### src/logic/sbpu_pkg.sv
/*
 * sbpu_pkg: constants shared by the serial bert pattern unit.
 * assumes nothing of its surroundings; pure definitions.
 */
package sbpu_pkg;

	localparam int unsigned GEN_W        = 32;
	localparam int unsigned ERR_CNT_W    = 24;
	localparam int unsigned BIT_CNT_W    = 32;
	localparam int unsigned TAP_W        = 6;
	localparam int unsigned QRSS_TAP_A   = 17;
	localparam int unsigned QRSS_TAP_B   = 20;
	localparam int unsigned QRSS_ZERO_RUN = 14;
	localparam int unsigned ZERO_LOCK_W  = 31;
	localparam int unsigned CHECK_BITS   = 32;
	localparam int unsigned WINDOW_BITS  = 64;
	localparam int unsigned RESYNC_ERRS  = 6;
	localparam int unsigned CNT7_W       = 7;

	localparam logic [GEN_W-1:0] SEED_ONES = 32'hFFFFFFFF;

	typedef enum logic [1:0]
	{
		SBPU_ST_LOAD  = 2'b00,
		SBPU_ST_CHECK = 2'b01,
		SBPU_ST_SYNC  = 2'b10
	} sbpu_sync_e;

endpackage

### src/logic/sbpu_bert.sv
/*
 * sbpu_bert: serial bit error rate tester between a serial tdm port and the line.
 * assumes one clock (serial port clock domain); gates and data come from logic on
 * the same clock; control bits are static plain ports driven by software-side logic.
 */
// Function
// RULE1: receive generator is 32-bit shift register, feedback enters bit 1 and is output
// RULE2: prbs feedback xors taps n and y; repetitive uses tap n; n,y programmable
// RULE3: qrss uses taps 17 and 20; output forced one after 14 zero bits
// RULE4: prbs and qrss force feedback one when taps 1..31 are zero
// RULE5: prbs sync loads 32 bits then needs 32 matching bits
// RULE6: six errors in 64-bit window start resync unless disabled
// RULE7: repetitive sync searches each bit position then checks 32 bits
// RULE8: unlocked whenever sync machine is outside sync state
// RULE9: mismatch counts error and bit; match counts bit only
// RULE10: no counting while unlocked
// RULE11: 24-bit error counter and 32-bit bit counter saturate
// RULE12: counters hold at maximum until snapshot clears them
// RULE13: snapshot edge drops done, copies, clears, pulses zero status, raises done
// RULE14: transmit generator follows same tap, qrss and zero-lock behaviour
// RULE15: new pattern preloads value for repetitive, all ones for prbs/qrss
// RULE16: repetitive length 1..32, value below two to the length
// RULE17: one bit error inserted per software request
// RULE18: inversion applies to pattern before overhead bits
// RULE19: enabling bert replaces normal traffic; disabling restores it
// RULE20: gates qualify bit times; no generate or check while gate low
// RULE21: unlock condition visible as software-readable status flag
`timescale 1ns/100ps
`default_nettype none

module sbpu_bert #(
	parameter int unsigned GEN_W = sbpu_pkg::GEN_W
) (
	// clock and reset
	input  wire logic                           clk_in,
	input  wire logic                           arst_n_in,
	// configuration
	input  wire logic                           bert_enable_in,
	input  wire logic                           repetitive_mode_in,
	input  wire logic                           qrss_enable_in,
	input  wire logic [sbpu_pkg::TAP_W-1:0]     tap_n_in,
	input  wire logic [sbpu_pkg::TAP_W-1:0]     tap_y_in,
	input  wire logic [GEN_W-1:0]               rep_value_in,
	input  wire logic                           load_pattern_in,
	input  wire logic                           resync_disable_in,
	input  wire logic                           invert_in,
	input  wire logic                           insert_error_in,
	// counter snapshot
	input  wire logic                           counter_snapshot_request_in,
	output logic                                counter_snapshot_done_out,
	output logic                                zero_count_n_out,
	output logic [sbpu_pkg::ERR_CNT_W-1:0]      err_count_out,
	output logic [sbpu_pkg::BIT_CNT_W-1:0]      bit_count_out,
	// status
	output logic                                pattern_unlocked_out,
	// normal traffic side
	input  wire logic                           sys_tx_data_in,
	output logic                                sys_rx_data_out,
	// line side
	input  wire logic                           rx_data_in,
	input  wire logic                           rx_bit_gate_in,
	input  wire logic                           tx_bit_gate_in,
	output logic                                tx_data_out
);

	// taps are numbered 1..GEN_W; bit k lives at index k-1
	function automatic logic tap_bit(input logic [GEN_W-1:0] g, input logic [sbpu_pkg::TAP_W-1:0] t);
		logic r;
		r = 1'b0;
		for (int i = 0; i < GEN_W; i++)
		begin
			if (t == sbpu_pkg::TAP_W'(i + 1))
				r = g[i];
		end
		return r;
	endfunction

	function automatic logic gen_fb(input logic [GEN_W-1:0] g, input logic rep, input logic qrss,
		input logic [sbpu_pkg::TAP_W-1:0] n, input logic [sbpu_pkg::TAP_W-1:0] y);
		logic f;
		if (rep)
			f = tap_bit(g, n); // [RULE2]
		else if (qrss)
			f = g[sbpu_pkg::QRSS_TAP_A-1] ^ g[sbpu_pkg::QRSS_TAP_B-1]; // [RULE3]
		else
			f = tap_bit(g, n) ^ tap_bit(g, y); // [RULE2]
		if (!rep && (g[sbpu_pkg::ZERO_LOCK_W-1:0] == '0))
			f = 1'b1; // [RULE4]
		return f;
	endfunction

	// output of the generator: feedback, or one after a long zero run in qrss
	function automatic logic gen_out(input logic [GEN_W-1:0] g, input logic rep, input logic qrss,
		input logic [sbpu_pkg::TAP_W-1:0] n, input logic [sbpu_pkg::TAP_W-1:0] y);
		logic o;
		o = gen_fb(g, rep, qrss, n, y); // [RULE1]
		if (!rep && qrss && (g[sbpu_pkg::QRSS_ZERO_RUN-1:0] == '0))
			o = 1'b1; // [RULE3]
		return o;
	endfunction

	// mask of the low n bits, used for the repetitive pattern compare
	function automatic logic [GEN_W-1:0] len_mask(input logic [sbpu_pkg::TAP_W-1:0] n);
		logic [GEN_W-1:0] m;
		m = '0;
		for (int i = 0; i < GEN_W; i++)
		begin
			if (sbpu_pkg::TAP_W'(i) < n)
				m[i] = 1'b1;
		end
		return m;
	endfunction

	logic                              rx_bit;
	logic                              tx_bit;
	logic [GEN_W-1:0]                  tx_gen_q;
	logic [GEN_W-1:0]                  rx_gen_q;
	logic [GEN_W-1:0]                  rx_hist_q;
	logic                              err_pend_q;
	logic                              ins_q;
	sbpu_pkg::sbpu_sync_e              sync_q;
	logic [sbpu_pkg::CNT7_W-1:0]       phase_cnt_q;
	logic [sbpu_pkg::CNT7_W-1:0]       win_cnt_q;
	logic [sbpu_pkg::CNT7_W-1:0]       win_err_q;
	logic [sbpu_pkg::ERR_CNT_W-1:0]    err_live_q;
	logic [sbpu_pkg::BIT_CNT_W-1:0]    bit_live_q;
	logic                              snap_req_q;
	logic [1:0]                        snap_st_q;
	logic                              rx_exp;
	logic                              rx_mis;
	logic                              rx_fb;
	logic                              rep_match;
	logic                              count_en;
	logic                              snap_edge;
	logic [GEN_W-1:0]                  rx_hist_nx;

	assign rx_bit     = rx_data_in;
	assign rx_exp     = gen_out(rx_gen_q, repetitive_mode_in, qrss_enable_in, tap_n_in, tap_y_in);
	assign rx_fb      = gen_fb(rx_gen_q, repetitive_mode_in, qrss_enable_in, tap_n_in, tap_y_in);
	assign rx_mis     = rx_bit ^ rx_exp; // [RULE9]
	assign rx_hist_nx = {rx_hist_q[GEN_W-2:0], rx_bit};
	assign rep_match  = ((rx_hist_nx ^ rep_value_in) & len_mask(tap_n_in)) == '0; // [RULE7]
	assign count_en   = bert_enable_in && rx_bit_gate_in && (sync_q == sbpu_pkg::SBPU_ST_SYNC); // [RULE10]
	assign snap_edge  = counter_snapshot_request_in && !snap_req_q;
	assign tx_bit     = gen_out(tx_gen_q, repetitive_mode_in, qrss_enable_in, tap_n_in, tap_y_in);

	// transmit generator; preload when a new pattern is loaded
	always_ff @(posedge clk_in or negedge arst_n_in)
	begin
		if (!arst_n_in)
			tx_gen_q <= sbpu_pkg::SEED_ONES;
		else if (load_pattern_in)
			tx_gen_q <= repetitive_mode_in ? rep_value_in : sbpu_pkg::SEED_ONES; // [RULE15] [RULE16]
		else if (bert_enable_in && tx_bit_gate_in)
			tx_gen_q <= {tx_gen_q[GEN_W-2:0],
				gen_fb(tx_gen_q, repetitive_mode_in, qrss_enable_in, tap_n_in, tap_y_in)}; // [RULE14] [RULE20]
	end

	// error insertion: a request is held until the next gated transmit bit takes it
	always_ff @(posedge clk_in or negedge arst_n_in)
	begin
		if (!arst_n_in)
		begin
			err_pend_q <= 1'b0;
			ins_q      <= 1'b0;
		end
		else
		begin
			ins_q <= insert_error_in;
			if (insert_error_in && !ins_q)
				err_pend_q <= 1'b1; // [RULE17]
			else if (bert_enable_in && tx_bit_gate_in)
				err_pend_q <= 1'b0;
		end
	end

	// line output and bert-versus-traffic steering
	always_ff @(posedge clk_in or negedge arst_n_in)
	begin
		if (!arst_n_in)
		begin
			tx_data_out     <= 1'b0;
			sys_rx_data_out <= 1'b0;
		end
		else if (bert_enable_in)
		begin
			// traffic receive output is forced high while the bert owns the port
			sys_rx_data_out <= 1'b1; // [RULE19]
			if (tx_bit_gate_in)
				tx_data_out <= tx_bit ^ invert_in ^ err_pend_q; // [RULE18] [RULE17] [RULE20]
		end
		else
		begin
			tx_data_out     <= sys_tx_data_in; // [RULE19]
			sys_rx_data_out <= rx_bit;
		end
	end

	// receive generator and sync machine
	always_ff @(posedge clk_in or negedge arst_n_in)
	begin
		if (!arst_n_in)
		begin
			rx_gen_q    <= '0;
			rx_hist_q   <= '0;
			sync_q      <= sbpu_pkg::SBPU_ST_LOAD;
			phase_cnt_q <= '0;
			win_cnt_q   <= '0;
			win_err_q   <= '0;
		end
		else if (!bert_enable_in || load_pattern_in)
		begin
			sync_q      <= sbpu_pkg::SBPU_ST_LOAD;
			phase_cnt_q <= '0;
			win_cnt_q   <= '0;
			win_err_q   <= '0;
		end
		else if (rx_bit_gate_in) // [RULE20]
		begin
			rx_hist_q <= rx_hist_nx;
			unique case (sync_q)
				sbpu_pkg::SBPU_ST_LOAD:
				begin
					if (repetitive_mode_in)
					begin
						rx_gen_q <= rx_hist_nx;
						if (rep_match)
						begin
							sync_q      <= sbpu_pkg::SBPU_ST_CHECK; // [RULE7]
							phase_cnt_q <= '0;
						end
					end
					else
					begin
						rx_gen_q    <= rx_hist_nx; // [RULE5]
						phase_cnt_q <= phase_cnt_q + 1'b1;
						if (phase_cnt_q == sbpu_pkg::CNT7_W'(sbpu_pkg::CHECK_BITS - 1))
						begin
							sync_q      <= sbpu_pkg::SBPU_ST_CHECK;
							phase_cnt_q <= '0;
						end
					end
				end
				sbpu_pkg::SBPU_ST_CHECK:
				begin
					rx_gen_q    <= {rx_gen_q[GEN_W-2:0], rx_fb}; // [RULE1]
					phase_cnt_q <= phase_cnt_q + 1'b1;
					if (rx_mis)
					begin
						sync_q      <= sbpu_pkg::SBPU_ST_LOAD; // [RULE5] [RULE7]
						phase_cnt_q <= '0;
					end
					else if (phase_cnt_q == sbpu_pkg::CNT7_W'(sbpu_pkg::CHECK_BITS - 1))
					begin
						sync_q    <= sbpu_pkg::SBPU_ST_SYNC;
						win_cnt_q <= '0;
						win_err_q <= '0;
					end
				end
				sbpu_pkg::SBPU_ST_SYNC:
				begin
					rx_gen_q <= {rx_gen_q[GEN_W-2:0], rx_fb};
					if (!resync_disable_in && rx_mis &&
						(win_err_q >= sbpu_pkg::CNT7_W'(sbpu_pkg::RESYNC_ERRS - 1)))
					begin
						sync_q      <= sbpu_pkg::SBPU_ST_LOAD; // [RULE6]
						phase_cnt_q <= '0;
					end
					else if (win_cnt_q == sbpu_pkg::CNT7_W'(sbpu_pkg::WINDOW_BITS - 1))
					begin
						win_cnt_q <= '0;
						win_err_q <= '0;
					end
					else
					begin
						win_cnt_q <= win_cnt_q + 1'b1;
						if (rx_mis && (win_err_q != sbpu_pkg::CNT7_W'(sbpu_pkg::RESYNC_ERRS)))
							win_err_q <= win_err_q + 1'b1;
					end
				end
				default:
					sync_q <= sbpu_pkg::SBPU_ST_LOAD;
			endcase
		end
	end

	// unlock flag registered from the sync state, also set while the tester is off or a pattern loads
	always_ff @(posedge clk_in or negedge arst_n_in)
	begin
		if (!arst_n_in)
			pattern_unlocked_out <= 1'b1;
		else
			pattern_unlocked_out <= !bert_enable_in || load_pattern_in ||
				(sync_q != sbpu_pkg::SBPU_ST_SYNC); // [RULE8] [RULE21]
	end

	// live counters; on a snapshot edge the current bit restarts the count so none is lost
	always_ff @(posedge clk_in or negedge arst_n_in)
	begin
		if (!arst_n_in)
		begin
			err_live_q <= '0;
			bit_live_q <= '0;
		end
		else if (snap_edge)
		begin
			err_live_q <= sbpu_pkg::ERR_CNT_W'(count_en && rx_mis); // [RULE13]
			bit_live_q <= sbpu_pkg::BIT_CNT_W'(count_en);
		end
		else if (count_en)
		begin
			if (bit_live_q != '1)
				bit_live_q <= bit_live_q + 1'b1; // [RULE9] [RULE11] [RULE12]
			if (rx_mis && (err_live_q != '1))
				err_live_q <= err_live_q + 1'b1; // [RULE9] [RULE11] [RULE12]
		end
	end

	// snapshot sequence: done low, copy, zero pulse, done high
	always_ff @(posedge clk_in or negedge arst_n_in)
	begin
		if (!arst_n_in)
		begin
			snap_req_q                <= 1'b0;
			snap_st_q                 <= 2'b00;
			err_count_out             <= '0;
			bit_count_out             <= '0;
			counter_snapshot_done_out <= 1'b1;
			zero_count_n_out          <= 1'b1;
		end
		else
		begin
			snap_req_q <= counter_snapshot_request_in;
			if (snap_edge)
			begin
				counter_snapshot_done_out <= 1'b0; // [RULE13]
				err_count_out             <= err_live_q;
				bit_count_out             <= bit_live_q;
				snap_st_q                 <= 2'b01;
			end
			else if (snap_st_q == 2'b01)
			begin
				zero_count_n_out <= 1'b0; // [RULE13]
				snap_st_q        <= 2'b10;
			end
			else if (snap_st_q == 2'b10)
			begin
				zero_count_n_out          <= 1'b1;
				counter_snapshot_done_out <= 1'b1; // [RULE13]
				snap_st_q                 <= 2'b00;
			end
		end
	end

endmodule

`default_nettype wire

### config.mk
export PLATFORM = sky130hd
export DESIGN_NAME = sbpu_bert
export DESIGN_NICKNAME = d
export VERILOG_FILES = /design/src/logic/sbpu_pkg.sv /design/src/logic/sbpu_bert.sv
export SDC_FILE = /design/constraint.sdc
export NUM_CORES = 1
export LEC_CHECK = 0
export ABC_CLOCK_PERIOD_IN_PS = 3800
export BUFFER_PORTS_ARGS = -buffer_cell sky130_fd_sc_hd__buf_4
export CAP_MARGIN = 20
export CORE_MARGIN = 2
export CORE_UTILIZATION = 61
export CTS_CLUSTER_SIZE = 8
export DETAILED_ROUTE_END_ITERATION = 10
export PLACE_DENSITY = 0.84
export SLEW_MARGIN = 10
export SYNTH_ARGS = -nofsm -noshare
export SYNTH_HDL_FRONTEND = slang
export SYNTH_SLANG_ARGS = --single-unit
export TNS_END_PERCENT = 20
### constraint.sdc
create_clock -name clk_in -period 3.8 [get_ports clk_in]
set_clock_uncertainty 0.2 [all_clocks]
set_input_delay 0.38 -clock clk_in [delete_from_list [all_inputs] [get_ports clk_in]]
set_output_delay 0.38 -clock clk_in [all_outputs]
set_load 0.01 [all_outputs]
==> flow_metrics.env, run 1 <==
export IMPL_status="finished clean"
export IMPL_synth_top_area_cell="dfrtp_1"
export IMPL_cp_required_ps=3990
export IMPL_dr_pass1_iters=5
export IMPL_synth_cell_type_count=94
export IMPL_clk_pin_slew_worst_paths_ps=50
export IMPL_syn_area_sq_um=14000
export IMPL_dp_hpwl_mm=26.4
export IMPL_vias=12700
export IMPL_postSynthAreaPerCell_sq_um=9.22
export IMPL_cts_tree="built"
export IMPL_synthCells=1513
export IMPL_yosys_most_used_dff="dfrtp_1"
export IMPL_die_w_microns=155
export IMPL_synthArstFlopShare=1.00
export IMPL_postCtsSetupBuffers=0
export IMPL_core_sq_um=22600
export IMPL_dpl_cell_area_sq_um=15300
export IMPL_path_class="input pin to flip-flop"
export IMPL_hold_violations=0
export IMPL_placement_io_buffers=118
export IMPL_cp_arrival_ps=3830
export IMPL_ys_seq_area_frac=0.434
export IMPL_rsz0062_at_grt="true"
export IMPL_synth_edff_count=0
export IMPL_gp_congestion=0.999
export IMPL_fmax_mhz=275
export IMPL_drt_total_wl_mm=39.2
export IMPL_drc=0
export IMPL_synth_top_area_share=0.368
export IMPL_grt_pass1_wl_mm=63.6
export IMPL_vdd_ir_drop_max_uv=400
export IMPL_cts_root_buf="clkbuf_16"
export IMPL_critPathLaunchType="input pin"
export IMPL_viasPerCell=6.39
export IMPL_syn2layout_area_growth_pct=19.8
export IMPL_overflow=0
export IMPL_cts_path_max_buffers=3
export IMPL_cpLargestDelayFamily="compound AO/OA/AOI/OAI gates"
export IMPL_ios=119
export IMPL_cp_end_kind="flip-flop"
export IMPL_cts_buffers_inserted=36
export IMPL_hold_class="input pin to flip-flop"
export IMPL_crit_buf_inv=3
export IMPL_setup_tns_final_ps=0
export IMPL_yosysWarnings=0
export IMPL_max_stage_delay_ps=610
export IMPL_clk_latency_ps=530
export IMPL_design_area_sq_um=16700
export IMPL_powerDensity_nw_per_um2=422
export IMPL_antenna_found_initial=0
export IMPL_cap_violations=0
export IMPL_slew_violations=0
export IMPL_start_util=0.618
export IMPL_crit_slowest_cell="dlygate4sd3_1"
export IMPL_clock_sinks=240
export IMPL_utilization=0.741
export IMPL_synth_area_top_cells="dfrtp_1, dfstp_2, nand2_1, mux2_2, mux2i_1"
export IMPL_grtUsageTotal=0.327
export IMPL_hold_slack_ps=39.5
export IMPL_worstPathCellList="buf_4 > or4b_1 > buf_4 > a211o_1 > a22oi_1 > o221ai_1 > a31oi_1 > nand3_1 > a31oi_1 > xnor2_1 > o221ai_1 > dlygate4sd3_1"
export IMPL_ant_nets=0
export IMPL_dieArea_sq_um=24100
export IMPL_finalSetupViolCount=0
export IMPL_power_mw=7.05
export IMPL_drt_iter0_markers=1415
export IMPL_grt_pass1_vias=12400
export IMPL_synth_nets=1585
export IMPL_min_period_ps=3640
export IMPL_post_drt_wl_per_cell_microns=19.8
export IMPL_relSlewSlack=0.366
export IMPL_period_share=0.957
export IMPL_htreeDepth=2
export IMPL_layout_nets=1745
export IMPL_die_h_microns=155
export IMPL_num_rows=55
export IMPL_grt_max_degree=88
export IMPL_antenna_cells=0
export IMPL_path_max_fanout=27
export IMPL_ys_ff_latch=240
export IMPL_layout_drive_gt1_share=0.209
export IMPL_p_leak_nw=7.45
export IMPL_max_slew_worst_pin_slew_ps=936
[kinds of logic after synthesis]
family,Yosys count,synth area share
simple gates,623,0.219
compound gates,323,0.157
fa+ha+maj,15,0.0133
flops,240,0.434
xor+xnor,62,0.0389
buf+inv,126,0.0386
mux,124,0.0996
[registers in the layout, summed over array words and instances (netlist names)]
register	flops
err_live_q	24
zero_count_n_out	1
rx_gen_q	32
snap_st_q	2
tx_gen_q	32
sync_q	2
phase_cnt_q	7
sys_rx_data_out	1
win_cnt_q	7
err_count_out	24
ins_q	1
pattern_unlocked_out	1
snap_req_q	1
bit_count_out	32
bit_live_q	32
err_pend_q	1
tx_data_out	1
win_err_q	7
rx_hist_q	31
counter_snapshot_done_out	1
[Yosys cell counts (13+ instances only)]
library cell and count:
nand2b_1 21, nor2b_1 17, xnor2_1 25, nand4_1 28
mux2_2 65, and3_1 20, ha_1 14, inv_1 37
nor4_1 15, nand3_1 40, dfstp_2 35, nor2_1 123
buf_2 17, buf_1 13, dfrtp_1 205, o31ai_1 17
or4_1 13, nand2_1 242, clkbuf_1 50, or3_1 24
xor2_1 37, o22a_1 33, mux2i_1 53, a21oi_1 89
o21ai_0 65, nor3_1 17
[layout by cell type (no fill, tap or decap), types with 6 or more instances in the layout]
cell type and n:
nand2b_1 20, nor3_1 17, nor2_1 122, nand3_1 40, o22ai_1 9, nor2b_1 16, clkbuf_1 26, dfstp_2 35
xnor2_1 25, nand2_1 242, inv_1 37, a21oi_1 89, mux2i_1 53, or3_1 24, clkbuf_16 36, o22a_1 33
and2_1 8, a211oi_1 6, or4_1 13, a31oi_1 11, nor3b_1 9, nand4_1 28, nor4_1 14, dfrtp_1 205
o211ai_1 11, o21ai_0 65, mux2_2 65, dlygate4sd3_1 38, or2_2 10, o31ai_1 17, o21a_1 6, buf_4 168
xor2_1 37, ha_1 13, and3_1 20
[power breakdown]
| group | total [mW] | internal [mW] | switching [mW] |
|---|---|---|---|
| logic | 1.09 | 0.494 | 0.593 |
| clock network | 2.96 | 1.79 | 1.16 |
| registers | 3.01 | 2.76 | 0.253 |
| total | 7.05 | 5.04 | 2.01 |
[final cells by class]
cell class	instances	area [sq um]
multi-input cells	1147	7400
flip-flops and latches	240	6050
fillers	1552	5850
repair buffers	210	1720
clock buffers	62	998
well taps	285	357
inverters	38	143
clock inverters	4	53.8
[per-stage QoR]
| stage | worst slack [ps] | std cells |
|---|---|---|
| floorplan | 526 | 1513 |
| global placement | 125 | 1882 |
| detailed placement | 21.8 | 1882 |
| CTS | 64.6 | 1986 |
| global route | -49.5 | 1986 |
| finish | 164 | 1986 |
[worst paths after layout]
kind	start	cells past startpoint	slack [ps]	to
max reg2reg	tx_gen_q[3]	10	180	tx_data_out
min reg2reg	ins_q	1	240	err_pend_q
max	tap_n_in[3]	12	160	tx_data_out
max in group asynchronous	arst_n_in	3	2150	tx_gen_q[14]
min in group asynchronous	arst_n_in	2	280	rx_hist_q[28]
min	rx_data_in	2	40	sys_rx_data_out
[per-layer routing]
layer / vias to the layer above / share of wire / GRT usage
li1: 5762 / - / -
met1: 6206 / 0.41 / 0.438
met2: 602 / 0.48 / 0.545
met3: 115 / 0.082 / 0.0557
met4: 0 / 0.032 / 0.111
met5: - / 0 / 0
[timing repair]
item	CTS	global route
hold endpoints to repair	112	0
resized for setup	0	3
hold buffers	38	0
setup endpoints to repair	0	21
(Power assumes the default switching activity.)
==> run 2, diff against run 1 <==
--- a/config.mk
+++ b/config.mk
@@ -14,4 +14,5 @@
 export DETAILED_ROUTE_END_ITERATION = 10
 export PLACE_DENSITY = 0.84
+export SETUP_SLACK_MARGIN = 0.1
 export SLEW_MARGIN = 10
 export SYNTH_ARGS = -nofsm -noshare
==> constraint.sdc (replaced) <==
create_clock -name clk_in -period 3.8 [get_ports clk_in]
set_clock_uncertainty 0.2 [all_clocks]
set_input_delay 0.57 -clock clk_in [delete_from_list [all_inputs] [get_ports clk_in]]
set_output_delay 0.57 -clock clk_in [all_outputs]
set_load 0.01 [all_outputs]
==> run 2 against run 1 <==
Compared with the run above: core utilization shrank 1.2 points; setup slack better by 22 ps; final cell count is 1.6% lower; flip-flop and latch count stayed put; via count fell by 2.3%; sequential share of layout area increased by 0.62 points; global-route usage decreased by 1.0 points; first-iteration DRC count fell by 17%; critical path depth decreased by 1; largest cell class unchanged; largest power group unchanged.
==> flow_metrics.env, run 2 (synthesized netlist as in run 1, its figures left out) <==
export IMPL_status="finished clean"
export IMPL_dr_pass1_iters=5
export IMPL_worstPathCellList="mux4_2 > and2_1 > o31ai_2 > a31oi_2 > a211oi_4 > a211oi_4 > buf_4 > nor2_2 > mux2_4 > or4_1 > a21oi_1"
export IMPL_clk_pin_slew_worst_paths_ps=50
export IMPL_drt_iter0_markers=1175
export IMPL_dieArea_sq_um=24100
export IMPL_dp_hpwl_mm=26.3
export IMPL_final_cell_mix="nand2_1, dfrtp_1, buf_4"
export IMPL_layout_nets=1714
export IMPL_min_period_ps=3610
export IMPL_hold_violations=0
export IMPL_vdd_ir_drop_max_uv=341
export IMPL_layout_drive_gt1_share=0.219
export IMPL_ant_nets=0
export IMPL_antenna_found_initial=0
export IMPL_finalWorstSetupSlack_ps=186
export IMPL_start_util=0.618
export IMPL_p_int_mw=4.98
export IMPL_num_rows=55
export IMPL_htreeDepth=2
export IMPL_cts_path_max_buffers=3
export IMPL_p_seq_frac=0.434
export IMPL_cp_required_ps=4040
export IMPL_clock_sinks=240
export IMPL_setup_tns_final_ps=0
export IMPL_syn2layout_area_growth_pct=17.9
export IMPL_viasPerCell=6.34
export IMPL_layout_commonest_cell="nand2_1"
export IMPL_share_comb_of_total_power=0.150
export IMPL_antenna_cells=0
export IMPL_max_slew_worst_pin_slew_ps=730
export IMPL_cts_root_buf="clkbuf_16"
export IMPL_switchingPower_mw=1.98
export IMPL_finalSetupViolCount=0
export IMPL_path_class="flip-flop to flip-flop"
export IMPL_pre_cts_ws_ps=14.2
export IMPL_crit_start="rx_gen_q[6]"
export IMPL_rsz0062_at_grt="true"
export IMPL_die_h_microns=155
export IMPL_grt_pass1_wl_mm=61.9
export IMPL_grtUsageTotal=0.317
export IMPL_vias=12400
export IMPL_timing_rr_start="rx_gen_q[6]"
export IMPL_gp_congestion=0.960
export IMPL_cts_buffers_inserted=35
export IMPL_period_share=0.951
export IMPL_path_max_fanout=15
export IMPL_die_w_microns=155
export IMPL_clk_latency_ps=520
export IMPL_powerDensity_nw_per_um2=423
export IMPL_crit_slowest_cell="dfrtp_2"
export IMPL_hold_path_startpoint="rep_value_in[17]"
export IMPL_cts_tree="built"
export IMPL_post_drt_wl_per_cell_microns=19.5
export IMPL_netSwitchingFraction=0.284
export IMPL_cp_end_kind="flip-flop"
export IMPL_grt_pass1_vias=12000
export IMPL_ios=119
export IMPL_p_leak_nw=7.33
export IMPL_max_stage_delay_ps=480
export IMPL_overflow=0
export IMPL_fmax_mhz=277
export IMPL_clock_power_share=0.415
export IMPL_cap_violations=0
export IMPL_placement_io_buffers=118
export IMPL_drc=0
export IMPL_drt_total_wl_mm=38.2
export IMPL_crit_top_cell="a211oi_4"
export IMPL_core_sq_um=22600
export IMPL_critPathLaunchType="flip-flop"
export IMPL_slew_violations=0
export IMPL_hold_class="input pin to flip-flop"
export IMPL_relSlewSlack=0.512
export IMPL_cp_arrival_ps=3850
export IMPL_grt_max_degree=101
==> run 2: cell types whose count changed in the layout (fill, tap and decap cells not counted), moves of 2 or more <==
cell / delta
nor4_1: -2
dfrtp_2: +3
buf_12: +3
dlygate4sd3_1: -35
dfrtp_1: -3
buf_4: +2
nor4_2: +2
==> run 2: layout make-up <==
cell class,count,area [sq um]
Clock buffer,61,973
Clock inverter,3,48.8
Fill cell,1622,6130
Inverter,38,143
Multi-Input combinational cell,1147,7430
Sequential cell,240,6050
Tap cell,285,357
Timing Repair Buffer,180,1440
==> run 2: stage by stage <==
| stage | hold WS (ps) | total power, mW | instance area [sq um] | cells | utilization |
|---|---|---|---|---|---|
| global route | 105 | 7.21 | 16400 | 1954 | 0.729 |
| finish | 104 | 6.96 | 16400 | 1954 | 0.729 |
| detailed placement | 263 | 4.05 | 15300 | 1885 | 0.679 |
| CTS | 92.6 | 6.95 | 16400 | 1953 | 0.726 |
| global placement | 215 | 4.02 | 15300 | 1885 | 0.679 |
| floorplan | 74.4 | 3.60 | 14000 | 1513 | - |
==> run 2: metal layers <==
metal | GRT usage | up-vias | share of wire
met5 | 0 | - | 0
met4 | 0.115 | 0 | 0.029
met3 | 0.0440 | 88 | 0.073
met2 | 0.518 | 564 | 0.47
met1 | 0.436 | 6032 | 0.43
li1 | - | 5710 | -
==> run 2: worst paths after layout <==
check,to,slack [ps],cells past startpoint
setup / recovery,err_live_q[23],190,11
hold / removal,tx_gen_q[17],100,2
setup reg to reg,err_live_q[23],190,11
hold reg to reg,err_pend_q,270,1
max in group asynchronous,bit_count_out[16],2110,3
min in group asynchronous,err_count_out[10],390,2
==> run 2: timing repair <==
action / 4_1_cts / 5_1_grt
resized for setup: 0 / 10
hold buffers: 3 / 0
setup buffers: 1 / 1
hold endpoints to repair: 52 / 0
gates cloned: 0 / 0
endpoints found under the setup margin: 1 / 17
pin swaps: 1 / 2
==> run 2: worst max-delay path, delay by kind of cell, from the launching register on <==
family / cells / cell delay [ps]
AOI/OAI and AO/OA: 5 / 1080
buffers and inverters: 1 / 170
DFF: 1 / 480
muxes: 2 / 860
and+or+nand+nor: 3 / 740
==> run 2: power by group through the flow <==
| stage | Sequential (mW) | Combinational (mW) | Clock, mW |
|---|---|---|---|
| final | 3.02 | 1.05 | 2.89 |
| after global routing | 3.03 | 1.15 | 3.03 |
| after CTS | 3.00 | 1.03 | 2.92 |
| after detailed placement | 3.04 | 1.02 | 0 |
| after global placement | 3.03 | 0.987 | 0 |
| after floorplan | 2.94 | 0.661 | 0 |
==> run 3, diff against run 2 <==
- PLACE_DENSITY: 0.84 -> 0.88
==> run 3 against run 2 <==
Compared with the run above: count of clock-buffer cells in the layout decreased by 1; first-iteration DRC count is 6.4% higher; via count increased by 2.0%; routed wire length increased by 2.8%; setup slack got worse by 1.3 ps; critical path depth up 1; clock power about the same; non-clock buffer count increased by 3; power grew 0.49%; critical path type unchanged.
==> flow_metrics.env, run 3 (synthesized netlist as in run 1, its figures left out) <==
export IMPL_status="finished clean"
export IMPL_max_slew_worst_pin_slew_ps=891
export IMPL_ant_nets=0
export IMPL_htreeDepth=2
export IMPL_powerDensity_nw_per_um2=424
export IMPL_max_stage_delay_ps=520
export IMPL_finalSetupViolCount=0
export IMPL_layout_drive_gt1_share=0.222
export IMPL_cap_violations=0
export IMPL_grt_pass1_wl_mm=63.2
export IMPL_critPathLaunchType="flip-flop"
export IMPL_grt_pass1_vias=12500
export IMPL_placement_io_buffers=118
export IMPL_design_area_sq_um=16500
export IMPL_regToRegSetupSlack_ps=180
export IMPL_core_sq_um=22600
export IMPL_vdd_ir_drop_max_uv=346
export IMPL_crit_slowest_cell="or4_1"
export IMPL_cts_path_max_buffers=3
export IMPL_worstRegToRegCells=12
export IMPL_cp_required_ps=4050
export IMPL_hold_violations=0
export IMPL_cts_tree="built"
export IMPL_path_max_fanout=11
export IMPL_cts_root_buf="clkbuf_16"
export IMPL_grtUsageTotal=0.325
export IMPL_relSlewSlack=0.396
export IMPL_path_class="flip-flop to flip-flop"
export IMPL_r2r_end="win_cnt_q[2]"
export IMPL_hold_path_startpoint="rep_value_in[22]"
export IMPL_dpl_cell_area_sq_um=15300
export IMPL_post_drt_wl_per_cell_microns=20.1
export IMPL_layout_nets=1717
export IMPL_final_cell_mix="nand2_1, dfrtp_1, buf_4"
export IMPL_slew_violations=0
export IMPL_antenna_found_initial=0
export IMPL_grt_max_degree=98
export IMPL_gp_congestion=1.02
export IMPL_hold_class="input pin to flip-flop"
export IMPL_die_h_microns=155
export IMPL_viasPerCell=6.46
export IMPL_dieArea_sq_um=24100
export IMPL_timing_rr_start="rx_gen_q[0]"
export IMPL_overflow=0
export IMPL_antenna_cells=0
export IMPL_ios=119
export IMPL_crit_buf_inv=2
export IMPL_hold_depth=2
export IMPL_clk_latency_ps=530
export IMPL_p_leak_nw=7.33
export IMPL_drt_total_wl_mm=39.3
export IMPL_dp_hpwl_mm=26.4
export IMPL_num_rows=55
export IMPL_finalWorstSetupSlack_ps=185
export IMPL_fmax_mhz=277
export IMPL_vias=12600
export IMPL_cp_end_kind="flip-flop"
export IMPL_clock_sinks=240
export IMPL_min_to="tx_gen_q[22]"
export IMPL_dr_pass1_iters=6
export IMPL_setup_tns_final_ps=0
export IMPL_syn2layout_area_growth_pct=18.1
export IMPL_cpLargestDelayFamily="simple AND/OR/NAND/NOR gates"
export IMPL_clk_pin_slew_worst_paths_ps=50
export IMPL_period_share=0.951
export IMPL_worstPathCellList="nor4_4 > nand4_1 > buf_4 > or4_1 > a31oi_1 > o41a_1 > a21o_4 > or4_1 > nand3_2 > buf_4 > or4b_1 > nand2_1"
export IMPL_cp_arrival_ps=3870
export IMPL_min_period_ps=3620
export IMPL_start_util=0.618
export IMPL_layout_commonest_cell="nand2_1"
export IMPL_drt_iter0_markers=1250
export IMPL_cts_buffers_inserted=35
export IMPL_drc=0
export IMPL_die_w_microns=155
export IMPL_pre_cts_ws_ps=7.47
export IMPL_rsz0062_at_grt="true"
[run 3: cell count changes in the layout (fill, tap and decap cells not counted), moves of 2 or more]
cell      previous run  this run
dfrtp_1            202       200
buf_4              170       173
clkinv_8             0         2
dfrtp_2              3         5
[run 3: how the worst max path moves through the flow]
stage                           start        endpoint  cells past startpoint
final                     rx_gen_q[0]    win_cnt_q[2]                     12
after global routing      rx_gen_q[0]    win_cnt_q[2]                     12
after CTS                 rx_gen_q[0]    win_cnt_q[2]                     12
after detailed placement  tap_n_in[1]    win_cnt_q[2]                     12
after global placement    tap_y_in[0]  err_live_q[23]                     13
after floorplan           tap_n_in[0]    win_err_q[4]                     11
[run 3: timing repair]
item | in CTS | in global routing
gates cloned | 0 | 0
hold endpoints to repair | 81 | 0
setup endpoints to repair | 6 | 27
gates resized for setup | 0 | 13
pin swaps | 1 | 1
hold buffers | 3 | 0
buffers inserted | 1 | 5
[run 3: layout make-up]
cell class                      instances  area [sq um]
Multi-Input combinational cell       1147          7430
Fill cell                            1556          6100
Sequential cell                       240          6060
Timing Repair Buffer                  183          1460
Clock buffer                           60           970
Tap cell                              285           357
Inverter                               38           143
Clock inverter                          3          52.6
[run 3: power breakdown]
group	total, mW	internal [mW]	switching, mW
clock network	2.90	1.74	1.16
registers	3.01	2.76	0.251
logic	1.08	0.488	0.589
total	6.99	4.99	2.00
[run 3: per-stage QoR]
stage / cells / power [mW] / util / hold WS [ps]
2_1_floorplan: 1513 / 3.60 / - / 74.4
3_3_place_gp: 1884 / 4.01 / 0.679 / 218
3_5_place_dp: 1884 / 4.05 / 0.679 / 217
4_1_cts: 1951 / 6.96 / 0.726 / 89.6
5_1_grt: 1956 / 7.24 / 0.730 / 104
6_report: 1956 / 6.99 / 0.730 / 91.7
[run 3: layer usage]
layer / routed length (microns) / global-route usage / vias to the layer above
met3: 3230 / 0.0568 / 113
met2: 19400 / 0.559 / 666
li1: - / - / 5700
met1: 15400 / 0.415 / 6160
met4: 1210 / 0.116 / 0
met5: 0 / 0 / -
